`config.mk`:
```
export PLATFORM = sky130hd
export DESIGN_NAME = period_match_timer8
export DESIGN_NICKNAME = d
export VERILOG_FILES = /design/src/shared/period_timer_pkg.sv /design/src/rtl/period_match_timer8.sv
export SDC_FILE = /design/constraint.sdc
export NUM_CORES = 1
export LEC_CHECK = 0
export ABC_AREA = 1
export BUFFER_PORTS_ARGS = -buffer_cell sky130_fd_sc_hd__clkbuf_2
export CAP_MARGIN = 0
export CORE_AREA = 2 2 98 100
export CTS_BUF_LIST = sky130_fd_sc_hd__clkbuf_8
export DETAILED_ROUTE_END_ITERATION = 16
export DIE_AREA = 0 0 100 102
export SETUP_SLACK_MARGIN = 0.1
export SLEW_MARGIN = 20
export SYNTH_ARGS = -nofsm -noshare
export SYNTH_HDL_FRONTEND = slang
export SYNTH_SLANG_ARGS = --single-unit
```
`constraint.sdc`:
```
create_clock -name mclk -period 3.01 [get_ports mclk]
set_input_delay 0.1505 -clock mclk [delete_from_list [all_inputs] [get_ports mclk]]
set_output_delay 0.1505 -clock mclk [all_outputs]
set_load 0.03 [all_outputs]
```
`src/shared/period_timer_pkg.sv`:
```
// Summary of operation
// - Count climbs from 00h to the period value, then returns to 00h next step.
// - Reset loads the period register with all ones.
// - Count steps on the instruction clock (mclk divided by four) after the prescaler.
// - Input divide field bits 1-0: 00 by 1, 01 by 4, 1x by 16.
// - Match divide field bits 6-3 gives postscale 1:1 up to 1:16.
// - Each postscaler event sets the period event flag, status bit 1.
// - Count write, control write or reset clears both scaler counters.
// - A control write leaves the count unchanged.
// - Count register is read/write and resets to zero.
// - Control bit 2 runs the timer; clear stops it.
// - Control bit 7 reads zero and ignores writes.
// - Raw period match is offered to the serial port as a pulse.
// - Count and period match are offered to the PWM unit.
// - Control register resets to zero.
package period_timer_pkg;
   localparam logic [11:0] COUNT_OFS = 12'h000;
   localparam logic [11:0] CONTROL_OFS = 12'h004;
   localparam logic [11:0] PERIOD_OFS = 12'h008;
   localparam logic [11:0] FLAG_OFS = 12'h00C;
   localparam logic [11:0] MASK_OFS = 12'h010;
   localparam logic [7:0] COUNT_RESET = 8'h00;
   localparam logic [7:0] PERIOD_RESET = 8'hFF;
   localparam logic [6:0] CONTROL_RESET = 7'h00;
   localparam int RUN_BIT = 2;
   localparam int FLAG_BIT = 1;
   localparam logic [1:0] INSTR_DIV = 2'h3;
   localparam logic [3:0] DIV4_LAST = 4'h3;
   localparam logic [3:0] DIV16_LAST = 4'hF;
   typedef enum logic [1:0] {
      APB_IDLE = 2'b00,
      APB_SETUP = 2'b01,
      APB_ACCESS = 2'b11
   } apb_state_type;
endpackage

```
`src/rtl/period_match_timer8.sv`:
```
`timescale 1ns/10ps
`default_nettype none
module period_match_timer8 (
   input wire logic mclk,
   input wire logic reset,
   input wire logic psel,
   input wire logic penable,
   input wire logic pwrite,
   input wire logic [11:0] paddr,
   input wire logic [31:0] pwdata,
   output logic [31:0] prdata,
   output logic pready,
   output logic pslverr,
   output logic irq,
   output logic [7:0] pwmCount,
   output logic periodMatch
);
   import period_timer_pkg::*;

   logic [7:0] countValue_ff;
   logic [7:0] periodLimit_ff;
   logic [6:0] tickControl_ff;
   logic [1:0] flagReg_ff;
   logic [1:0] maskReg_ff;
   logic [1:0] instrDiv_ff;
   logic [3:0] preCount_ff;
   logic [3:0] postCount_ff;
   logic [7:0] nxt_countValue;
   logic instrTick;
   logic countTick;
   logic matchNow;
   logic postEvent;
   logic countWrite;
   logic wrapStep;
   logic accessCycle;
   logic wrCount;
   logic wrControl;
   logic wrPeriod;
   logic wrFlag;
   logic wrMask;
   logic [3:0] preLast;
   apb_state_type apbState_ff;

   function automatic logic [3:0] pre_last(input logic [1:0] sel);
      if (sel == 2'b00) begin
         pre_last = 4'h0;
      end else if (sel == 2'b01) begin
         pre_last = DIV4_LAST;
      end else begin
         pre_last = DIV16_LAST;
      end
   endfunction

   // Bus decode; slave answers in the first access cycle
   assign accessCycle = psel && penable;
   assign wrCount = accessCycle && pwrite && (paddr == COUNT_OFS);
   assign wrControl = accessCycle && pwrite && (paddr == CONTROL_OFS);
   assign wrPeriod = accessCycle && pwrite && (paddr == PERIOD_OFS);
   assign wrFlag = accessCycle && pwrite && (paddr == FLAG_OFS);
   assign wrMask = accessCycle && pwrite && (paddr == MASK_OFS);

   always_ff @(posedge mclk or posedge reset) begin
      if (reset) begin
         apbState_ff <= APB_IDLE;
      end else begin
         case (apbState_ff)
            APB_IDLE: begin
               if (psel && !penable) begin
                  apbState_ff <= APB_SETUP;
               end
            end
            APB_SETUP: begin
               apbState_ff <= APB_ACCESS;
            end
            APB_ACCESS: begin
               apbState_ff <= (psel && !penable) ? APB_SETUP : APB_IDLE;
            end
            default: begin
               apbState_ff <= APB_IDLE;
            end
         endcase
      end
   end

   // Combinational pready would break the flop-output style, so registered
   always_ff @(posedge mclk or posedge reset) begin
      if (reset) begin
         pready <= 1'b0;
         pslverr <= 1'b0;
         prdata <= 32'h00000000;
      end else begin
         pready <= psel && !penable;
         pslverr <= 1'b0;
         if (psel && !penable && !pwrite) begin
            if (paddr == COUNT_OFS) begin
               prdata <= {24'h000000, countValue_ff};
            end else if (paddr == CONTROL_OFS) begin
               prdata <= {24'h000000, 1'b0, tickControl_ff};
            end else if (paddr == PERIOD_OFS) begin
               prdata <= {24'h000000, periodLimit_ff};
            end else if (paddr == FLAG_OFS) begin
               prdata <= {30'h00000000, flagReg_ff};
            end else if (paddr == MASK_OFS) begin
               prdata <= {30'h00000000, maskReg_ff};
            end else begin
               prdata <= 32'h00000000;
               pslverr <= 1'b1;
            end
         end else if (psel && !penable) begin
            pslverr <= !(paddr == COUNT_OFS || paddr == CONTROL_OFS || paddr == PERIOD_OFS
                         || paddr == FLAG_OFS || paddr == MASK_OFS);
         end
      end
   end

   always_ff @(posedge mclk or posedge reset) begin
      if (reset) begin
         tickControl_ff <= CONTROL_RESET;
      end else if (wrControl && pready) begin
         tickControl_ff <= pwdata[6:0];
      end
   end

   always_ff @(posedge mclk or posedge reset) begin
      if (reset) begin
         periodLimit_ff <= PERIOD_RESET;
      end else if (wrPeriod && pready) begin
         periodLimit_ff <= pwdata[7:0];
      end
   end

   // Instruction clock enable, a quarter of mclk
   always_ff @(posedge mclk or posedge reset) begin
      if (reset) begin
         instrDiv_ff <= 2'h0;
      end else begin
         instrDiv_ff <= instrDiv_ff + 2'h1;
      end
   end
   assign instrTick = (instrDiv_ff == INSTR_DIV);

   assign preLast = pre_last(tickControl_ff[1:0]);
   assign countTick = instrTick && tickControl_ff[RUN_BIT] && (preCount_ff >= preLast);
   assign matchNow = (countValue_ff == periodLimit_ff);
   // A count write on the wrap step wins, so that wrap is never reported
   assign countWrite = wrCount && pready;
   assign wrapStep = countTick && matchNow && !countWrite;

   always_ff @(posedge mclk or posedge reset) begin
      if (reset) begin
         preCount_ff <= 4'h0;
      end else if ((wrCount || wrControl) && pready) begin
         preCount_ff <= 4'h0;
      end else if (instrTick && tickControl_ff[RUN_BIT]) begin
         preCount_ff <= countTick ? 4'h0 : preCount_ff + 4'h1;
      end
   end

   always_comb begin
      nxt_countValue = countValue_ff;
      if (countWrite) begin
         nxt_countValue = pwdata[7:0];
      end else if (countTick) begin
         nxt_countValue = matchNow ? COUNT_RESET : countValue_ff + 8'h01;
      end
   end

   always_ff @(posedge mclk or posedge reset) begin
      if (reset) begin
         countValue_ff <= COUNT_RESET;
      end else begin
         countValue_ff <= nxt_countValue;
      end
   end

   assign postEvent = wrapStep && (postCount_ff == tickControl_ff[6:3]);

   always_ff @(posedge mclk or posedge reset) begin
      if (reset) begin
         postCount_ff <= 4'h0;
      end else if ((wrCount || wrControl) && pready) begin
         postCount_ff <= 4'h0;
      end else if (wrapStep) begin
         postCount_ff <= postEvent ? 4'h0 : postCount_ff + 4'h1;
      end
   end

   // Set beats a same-cycle write-one clear
   always_ff @(posedge mclk or posedge reset) begin
      if (reset) begin
         flagReg_ff <= 2'b00;
      end else begin
         flagReg_ff[0] <= 1'b0;
         if (postEvent) begin
            flagReg_ff[FLAG_BIT] <= 1'b1;
         end else if (wrFlag && pready && pwdata[FLAG_BIT]) begin
            flagReg_ff[FLAG_BIT] <= 1'b0;
         end
      end
   end

   always_ff @(posedge mclk or posedge reset) begin
      if (reset) begin
         maskReg_ff <= 2'b00;
      end else if (wrMask && pready) begin
         maskReg_ff <= {pwdata[FLAG_BIT], 1'b0};
      end
   end

   always_ff @(posedge mclk or posedge reset) begin
      if (reset) begin
         irq <= 1'b0;
      end else begin
         irq <= |(flagReg_ff & maskReg_ff);
      end
   end

   always_ff @(posedge mclk or posedge reset) begin
      if (reset) begin
         pwmCount <= COUNT_RESET;
         periodMatch <= 1'b0;
      end else begin
         pwmCount <= nxt_countValue;
         periodMatch <= wrapStep;
      end
   end

   property p_wrap;
      @(posedge mclk) disable iff (reset) wrapStep |=> countValue_ff == 8'h00;
   endproperty
   a_wrap: assert property (p_wrap) else $error("count did not wrap at period");

   property p_step;
      @(posedge mclk) disable iff (reset) countTick && !matchNow && !(wrCount && pready)
         |=> countValue_ff == $past(countValue_ff) + 8'h01;
   endproperty
   a_step: assert property (p_step) else $error("count did not step");

   property p_stopped;
      @(posedge mclk) disable iff (reset) !tickControl_ff[RUN_BIT] && !(wrCount && pready)
         |=> $stable(countValue_ff);
   endproperty
   a_stopped: assert property (p_stopped) else $error("count moved while stopped");

   property p_ctrlkeep;
      @(posedge mclk) disable iff (reset) wrControl && pready && !countTick |=> $stable(countValue_ff);
   endproperty
   a_ctrlkeep: assert property (p_ctrlkeep) else $error("control write changed count");

   property p_clear;
      @(posedge mclk) disable iff (reset) (wrCount || wrControl) && pready
         |=> preCount_ff == 4'h0 && postCount_ff == 4'h0;
   endproperty
   a_clear: assert property (p_clear) else $error("scalers not cleared");

   property p_flagset;
      @(posedge mclk) disable iff (reset) postEvent |=> flagReg_ff[FLAG_BIT] ##1 irq == $past(maskReg_ff[FLAG_BIT]);
   endproperty
   a_flagset: assert property (p_flagset) else $error("event flag or irq wrong");

   property p_flaghold;
      @(posedge mclk) disable iff (reset) flagReg_ff[FLAG_BIT] && !(wrFlag && pready && pwdata[FLAG_BIT])
         |=> flagReg_ff[FLAG_BIT];
   endproperty
   a_flaghold: assert property (p_flaghold) else $error("event flag dropped");

   property p_div16;
      @(posedge mclk) disable iff (reset) preCount_ff <= preLast;
   endproperty
   a_div16: assert property (p_div16) else $error("prescaler out of range");

   property p_tickspacing;
      @(posedge mclk) disable iff (reset) instrTick |=> !instrTick [*3] ##1 instrTick;
   endproperty
   a_tickspacing: assert property (p_tickspacing) else $error("instruction tick spacing wrong");

   property p_match;
      @(posedge mclk) disable iff (reset) periodMatch |-> pwmCount == 8'h00;
   endproperty
   a_match: assert property (p_match) else $error("match pulse without wrap");

   property p_bit7;
      @(posedge mclk) disable iff (reset) pready && paddr == CONTROL_OFS && !pwrite |-> prdata[7] == 1'b0;
   endproperty
   a_bit7: assert property (p_bit7) else $error("control bit 7 not zero");

   property p_apbstate;
      @(posedge mclk) disable iff (reset) pready |-> apbState_ff == APB_SETUP;
   endproperty
   a_apbstate: assert property (p_apbstate) else $error("ready outside the access cycle");

   property p_refused;
      @(posedge mclk) disable iff (reset) pslverr && !pwrite |-> pready && prdata == 32'h00000000;
   endproperty
   a_refused: assert property (p_refused) else $error("refused read returned data");

   property p_countwr;
      @(posedge mclk) disable iff (reset) countWrite |=> countValue_ff == $past(pwdata[7:0]);
   endproperty
   a_countwr: assert property (p_countwr) else $error("count write lost");

   property p_ctrlwr;
      @(posedge mclk) disable iff (reset) wrControl && pready |=> tickControl_ff == $past(pwdata[6:0]);
   endproperty
   a_ctrlwr: assert property (p_ctrlwr) else $error("control write lost");

   property p_periodwr;
      @(posedge mclk) disable iff (reset) wrPeriod && pready |=> periodLimit_ff == $past(pwdata[7:0]);
   endproperty
   a_periodwr: assert property (p_periodwr) else $error("period write lost");

   property p_pwmcopy;
      @(posedge mclk) disable iff (reset) pwmCount == countValue_ff;
   endproperty
   a_pwmcopy: assert property (p_pwmcopy) else $error("time base copy differs from count");

   property p_matchonce;
      @(posedge mclk) disable iff (reset) periodMatch |=> !periodMatch;
   endproperty
   a_matchonce: assert property (p_matchonce) else $error("match pulse longer than one cycle");

   property p_posthold;
      @(posedge mclk) disable iff (reset) postCount_ff <= tickControl_ff[6:3];
   endproperty
   a_posthold: assert property (p_posthold) else $error("postscaler past its limit");

   property p_div1;
      @(posedge mclk) disable iff (reset) tickControl_ff[1:0] == 2'b00
         |-> countTick == (instrTick && tickControl_ff[RUN_BIT]);
   endproperty
   a_div1: assert property (p_div1) else $error("undivided count missed a tick");

   property p_flagclear;
      @(posedge mclk) disable iff (reset) wrFlag && pready && pwdata[FLAG_BIT] && !postEvent
         |=> !flagReg_ff[FLAG_BIT];
   endproperty
   a_flagclear: assert property (p_flagclear) else $error("event flag not cleared");

   property p_irqlevel;
      @(posedge mclk) disable iff (reset) 1'b1
         |=> irq == $past(flagReg_ff[FLAG_BIT] && maskReg_ff[FLAG_BIT]);
   endproperty
   a_irqlevel: assert property (p_irqlevel) else $error("interrupt level wrong");
endmodule
`default_nettype wire

```
==> results.json <==
{
  "post-cts-setup-buffer-count": 0,
  "placementRows": 35,
  "synth_enable_flop_cells": 0,
  "p_leak_nw": 1.91,
  "place.detailed.hpwl_um": 5470,
  "cts_max_path_buffers": 2,
  "grt_antenna_before_repair": 0,
  "grt_start_max_net_pins": 48,
  "place.port_buffers": 44,
  "design.die.area_um2": 10200,
  "clk_root_buffer_cell": "clkbuf_8",
  "residual_drc": 0,
  "worst_skew_pair.late_latency_ps": 300,
  "post-route-util": 0.369,
  "max_clock_freq_ghz": 0.509,
  "fill_cells": 973,
  "floorplan.core_area_um2": 9110,
  "wl_per_cell_um": 12.3,
  "global_route.usage.total": 0.151,
  "postCtsHoldBufs": 0,
  "final_max_slew_viol_count": 0,
  "vias_per_cell": 4.53,
  "io_pins": 93,
  "grt_pass1_vias": 2569,
  "grt.overflow.total": 0,
  "synth.yosys.seq_area_share": 0.392,
  "ys_types": 34,
  "yosys_register_bits": 47,
  "vdd.ir_drop.worst_mv": 0.164,
  "cts_num_sinks": 47,
  "arrival_time_of_the_worst_setup_path_ps": 2210,
  "post_cts.resized_instances": 0,
  "tritoncts_clock_tree": "done",
  "async_flop_share": 1.00,
  "max_cap_violations": 0,
  "layout_min_cycle_time_ps": 1970,
  "floorplan.die.height_um": 102,
  "vias": 2560,
  "critical_path_required_ps": 3260,
  "htreeDepth": 2,
  "drt_first_pass_iters": 4,
  "failed_checks": "negative hold slack",
  "worst_setup_path_start_kind": "flip-flop",
  "critical_path_endpoint_category": "flip-flop",
  "final.setup_skew_ps": 5.56,
  "worst_slew_margin_rel": 0.442,
  "timing.final.hold_violations": 39,
  "die_width_um": 100,
  "routed_wirelength_um": 6930,
  "p_per_area_nw_per_um2": 326,
  "drive_gt1_frac": 0.183,
  "final_nets": 510,
  "critical_path.max_fanout": 4,
  "hold_class": "input pin to async pin",
  "antenna_cells": 0,
  "postSynthAreaPerCell_um2": 7.48,
  "run_status": "finished, violations left",
  "synth_ff_type": "dfrtp_1",
  "number_of_routed_nets_with_antenna_violations": 0,
  "post_synth_inst_count": 405,
  "final_weighted_congestion_in_routability_driven_placement": 0.839,
  "area_growth_pct": 10.9,
  "grt_setup_unrepaired": "no",
  "timing.setup.critical_path_class": "flip-flop to flip-flop",
  "clkTransAtPathRegs_ps": 90,
  "initial_core_util": 0.333,
  "hold-worst-slack_ps": -45.2,
  "final.period_utilization": 0.653,
  "max_slew.worst_pin.slew_ps": 837,
  "setup_viol": 0,
  "warnings_from_yosys": 0,
  "drt_iter0_markers": 132,
  "grt_first_pass_wirelength_um": 12200,
  "cts-buffers-inserted": 5,
  "fin_tns_setup_ps": 0,
  "mapped_area_um2": 3030
}
path summary, 6_finish.rpt:
| path | startpoint | to | slack (ps) | cells after the start |
|---|---|---|---|---|
| setup / recovery | tickControl_ff[0] | postCount_ff[1] | 1040 | 14 |
| hold / removal | reset | prdata[5] | -50 | 2 |
| setup reg to reg | tickControl_ff[0] | postCount_ff[1] | 1040 | 14 |
| hold reg to reg | instrDiv_ff[0] | instrDiv_ff[0] | 430 | 1 |
| max in group asynchronous | reset | instrDiv_ff[1] | 2550 | 2 |
| min in group mclk | penable | pready | 60 | 2 |
routing by layer:
metal / vias to the layer above / share of wire / routed length, µm / global-route usage
met4: 0 / 0.010 / 69 / 0.0379
met5: - / 0 / 0 / 0
met1: 1201 / 0.48 / 3300 / 0.194
li1: 1311 / - / - / -
met2: 43 / 0.48 / 3310 / 0.264
met3: 5 / 0.036 / 247 / 0.0301
per-stage QoR:
step / cells / total power, W / setup WS [ps] / cell area [µm²]
after detailed placement: 557 / 0.000746 / 1080 / 3280
after global placement: 557 / 0.000745 / 1140 / 3280
final: 565 / 0.00110 / 1040 / 3360
after floorplan: 428 / 0.000737 / 1370 / 3120
after global routing: 565 / 0.00115 / 729 / 3360
after CTS: 565 / 0.00112 / 1040 / 3360
cells in the mapped netlist, types with 2 or more instances:
cell	n	area, µm²
o21ai_2	2	17.5
o211ai_1	3	22.5
nand2_2	2	12.5
xnor2_1	5	43.8
dfrtp_1	39	976
nor3b_1	2	15.0
ha_1	8	100
buf_4	24	180
nand3b_1	2	15.0
nor2_2	3	18.8
o21ai_1	3	15.0
nand2_1	126	473
inv_1	54	203
clkinv_2	2	10.0
o22ai_1	3	18.8
dfstp_2	8	210
nor2_1	35	131
mux2_4	4	60.1
o21ai_0	18	90.1
nand3_1	30	150
nand4_1	4	25.0
xor2_1	7	61.3
nand2_4	4	45.0
a21oi_1	4	20.0
nand3_4	2	35.0
inv_2	3	11.3
registers in the layout, summed over array words and instances, names as in the netlist, 2 cells and up:
| name | count |
|---|---|
| periodLimit_ff | 8 |
| prdata | 8 |
| pwmCount | 8 |
| tickControl_ff | 7 |
| postCount_ff | 4 |
| preCount_ff | 4 |
| instrDiv_ff | 2 |
cells in the final DEF, fill, tap and decap left out:
cell type,synthesis,final
o211ai_1,3,3
nand4_1,4,4
nand3_4,2,2
nand2_4,4,4
clkinv_2,2,3
nand3b_1,2,2
nor2_1,35,35
o21ai_2,2,2
and2_1,1,1
mux2_4,4,4
o21ai_1,3,3
inv_2,3,3
xnor2_1,5,5
ha_1,8,8
inv_1,54,56
o21ai_0,18,18
conb_1,1,24
nand2_2,2,2
nor2_4,1,1
nor3b_1,2,2
clkbuf_8,0,5
a21oi_1,4,4
nor2_2,3,3
o22ai_1,3,3
clkbuf_2,0,44
nand3_1,30,30
dfstp_2,8,8
dfrtp_1,39,39
nand2_1,126,126
xor2_1,7,7
nor3_4,1,1
nor3_1,1,1
nand3_2,1,1
kinds of logic after synthesis:
kind of cell    count (synthesis)  synth area share
fa+ha+maj                       8            0.0330
buf+inv                        85             0.139
flops                          47             0.392
mux                             4            0.0198
compound gates                 33            0.0607
xor+xnor                       12            0.0347
simple gates                  215             0.320
other cells                     1           0.00124
power breakdown:
part           switching (W)  internal (W)
combinational      0.0000808     0.0000174
clock               0.000209      0.000155
sequential        0.00000102      0.000633
total               0.000291      0.000806
layout make-up:
class | instances | area (µm²) | share of cell area
clock inverters | 3 | 11.3 | 0.00335
multi-input cells | 296 | 1510 | 0.449
flip-flops and latches | 47 | 1190 | 0.353
well taps | 111 | 139 | 0.0413
clock buffers | 5 | 68.8 | 0.0205
inverters | 59 | 225 | 0.0670
repair buffers | 44 | 220 | 0.0655
critical path: stages (launching register included):
cell and delay (ps):
dfrtp_1 410, nor2_1 170, inv_1 60, ha_1 170, inv_1 60, nand2_1 50
nand2_1 50, nand2_1 50, nand3_1 90, nand2_1 160, inv_1 190, nand3_1 130
nor2_1 190, nand2_1 70, nand2_1 60
Power figures use the tool's default switching activity.
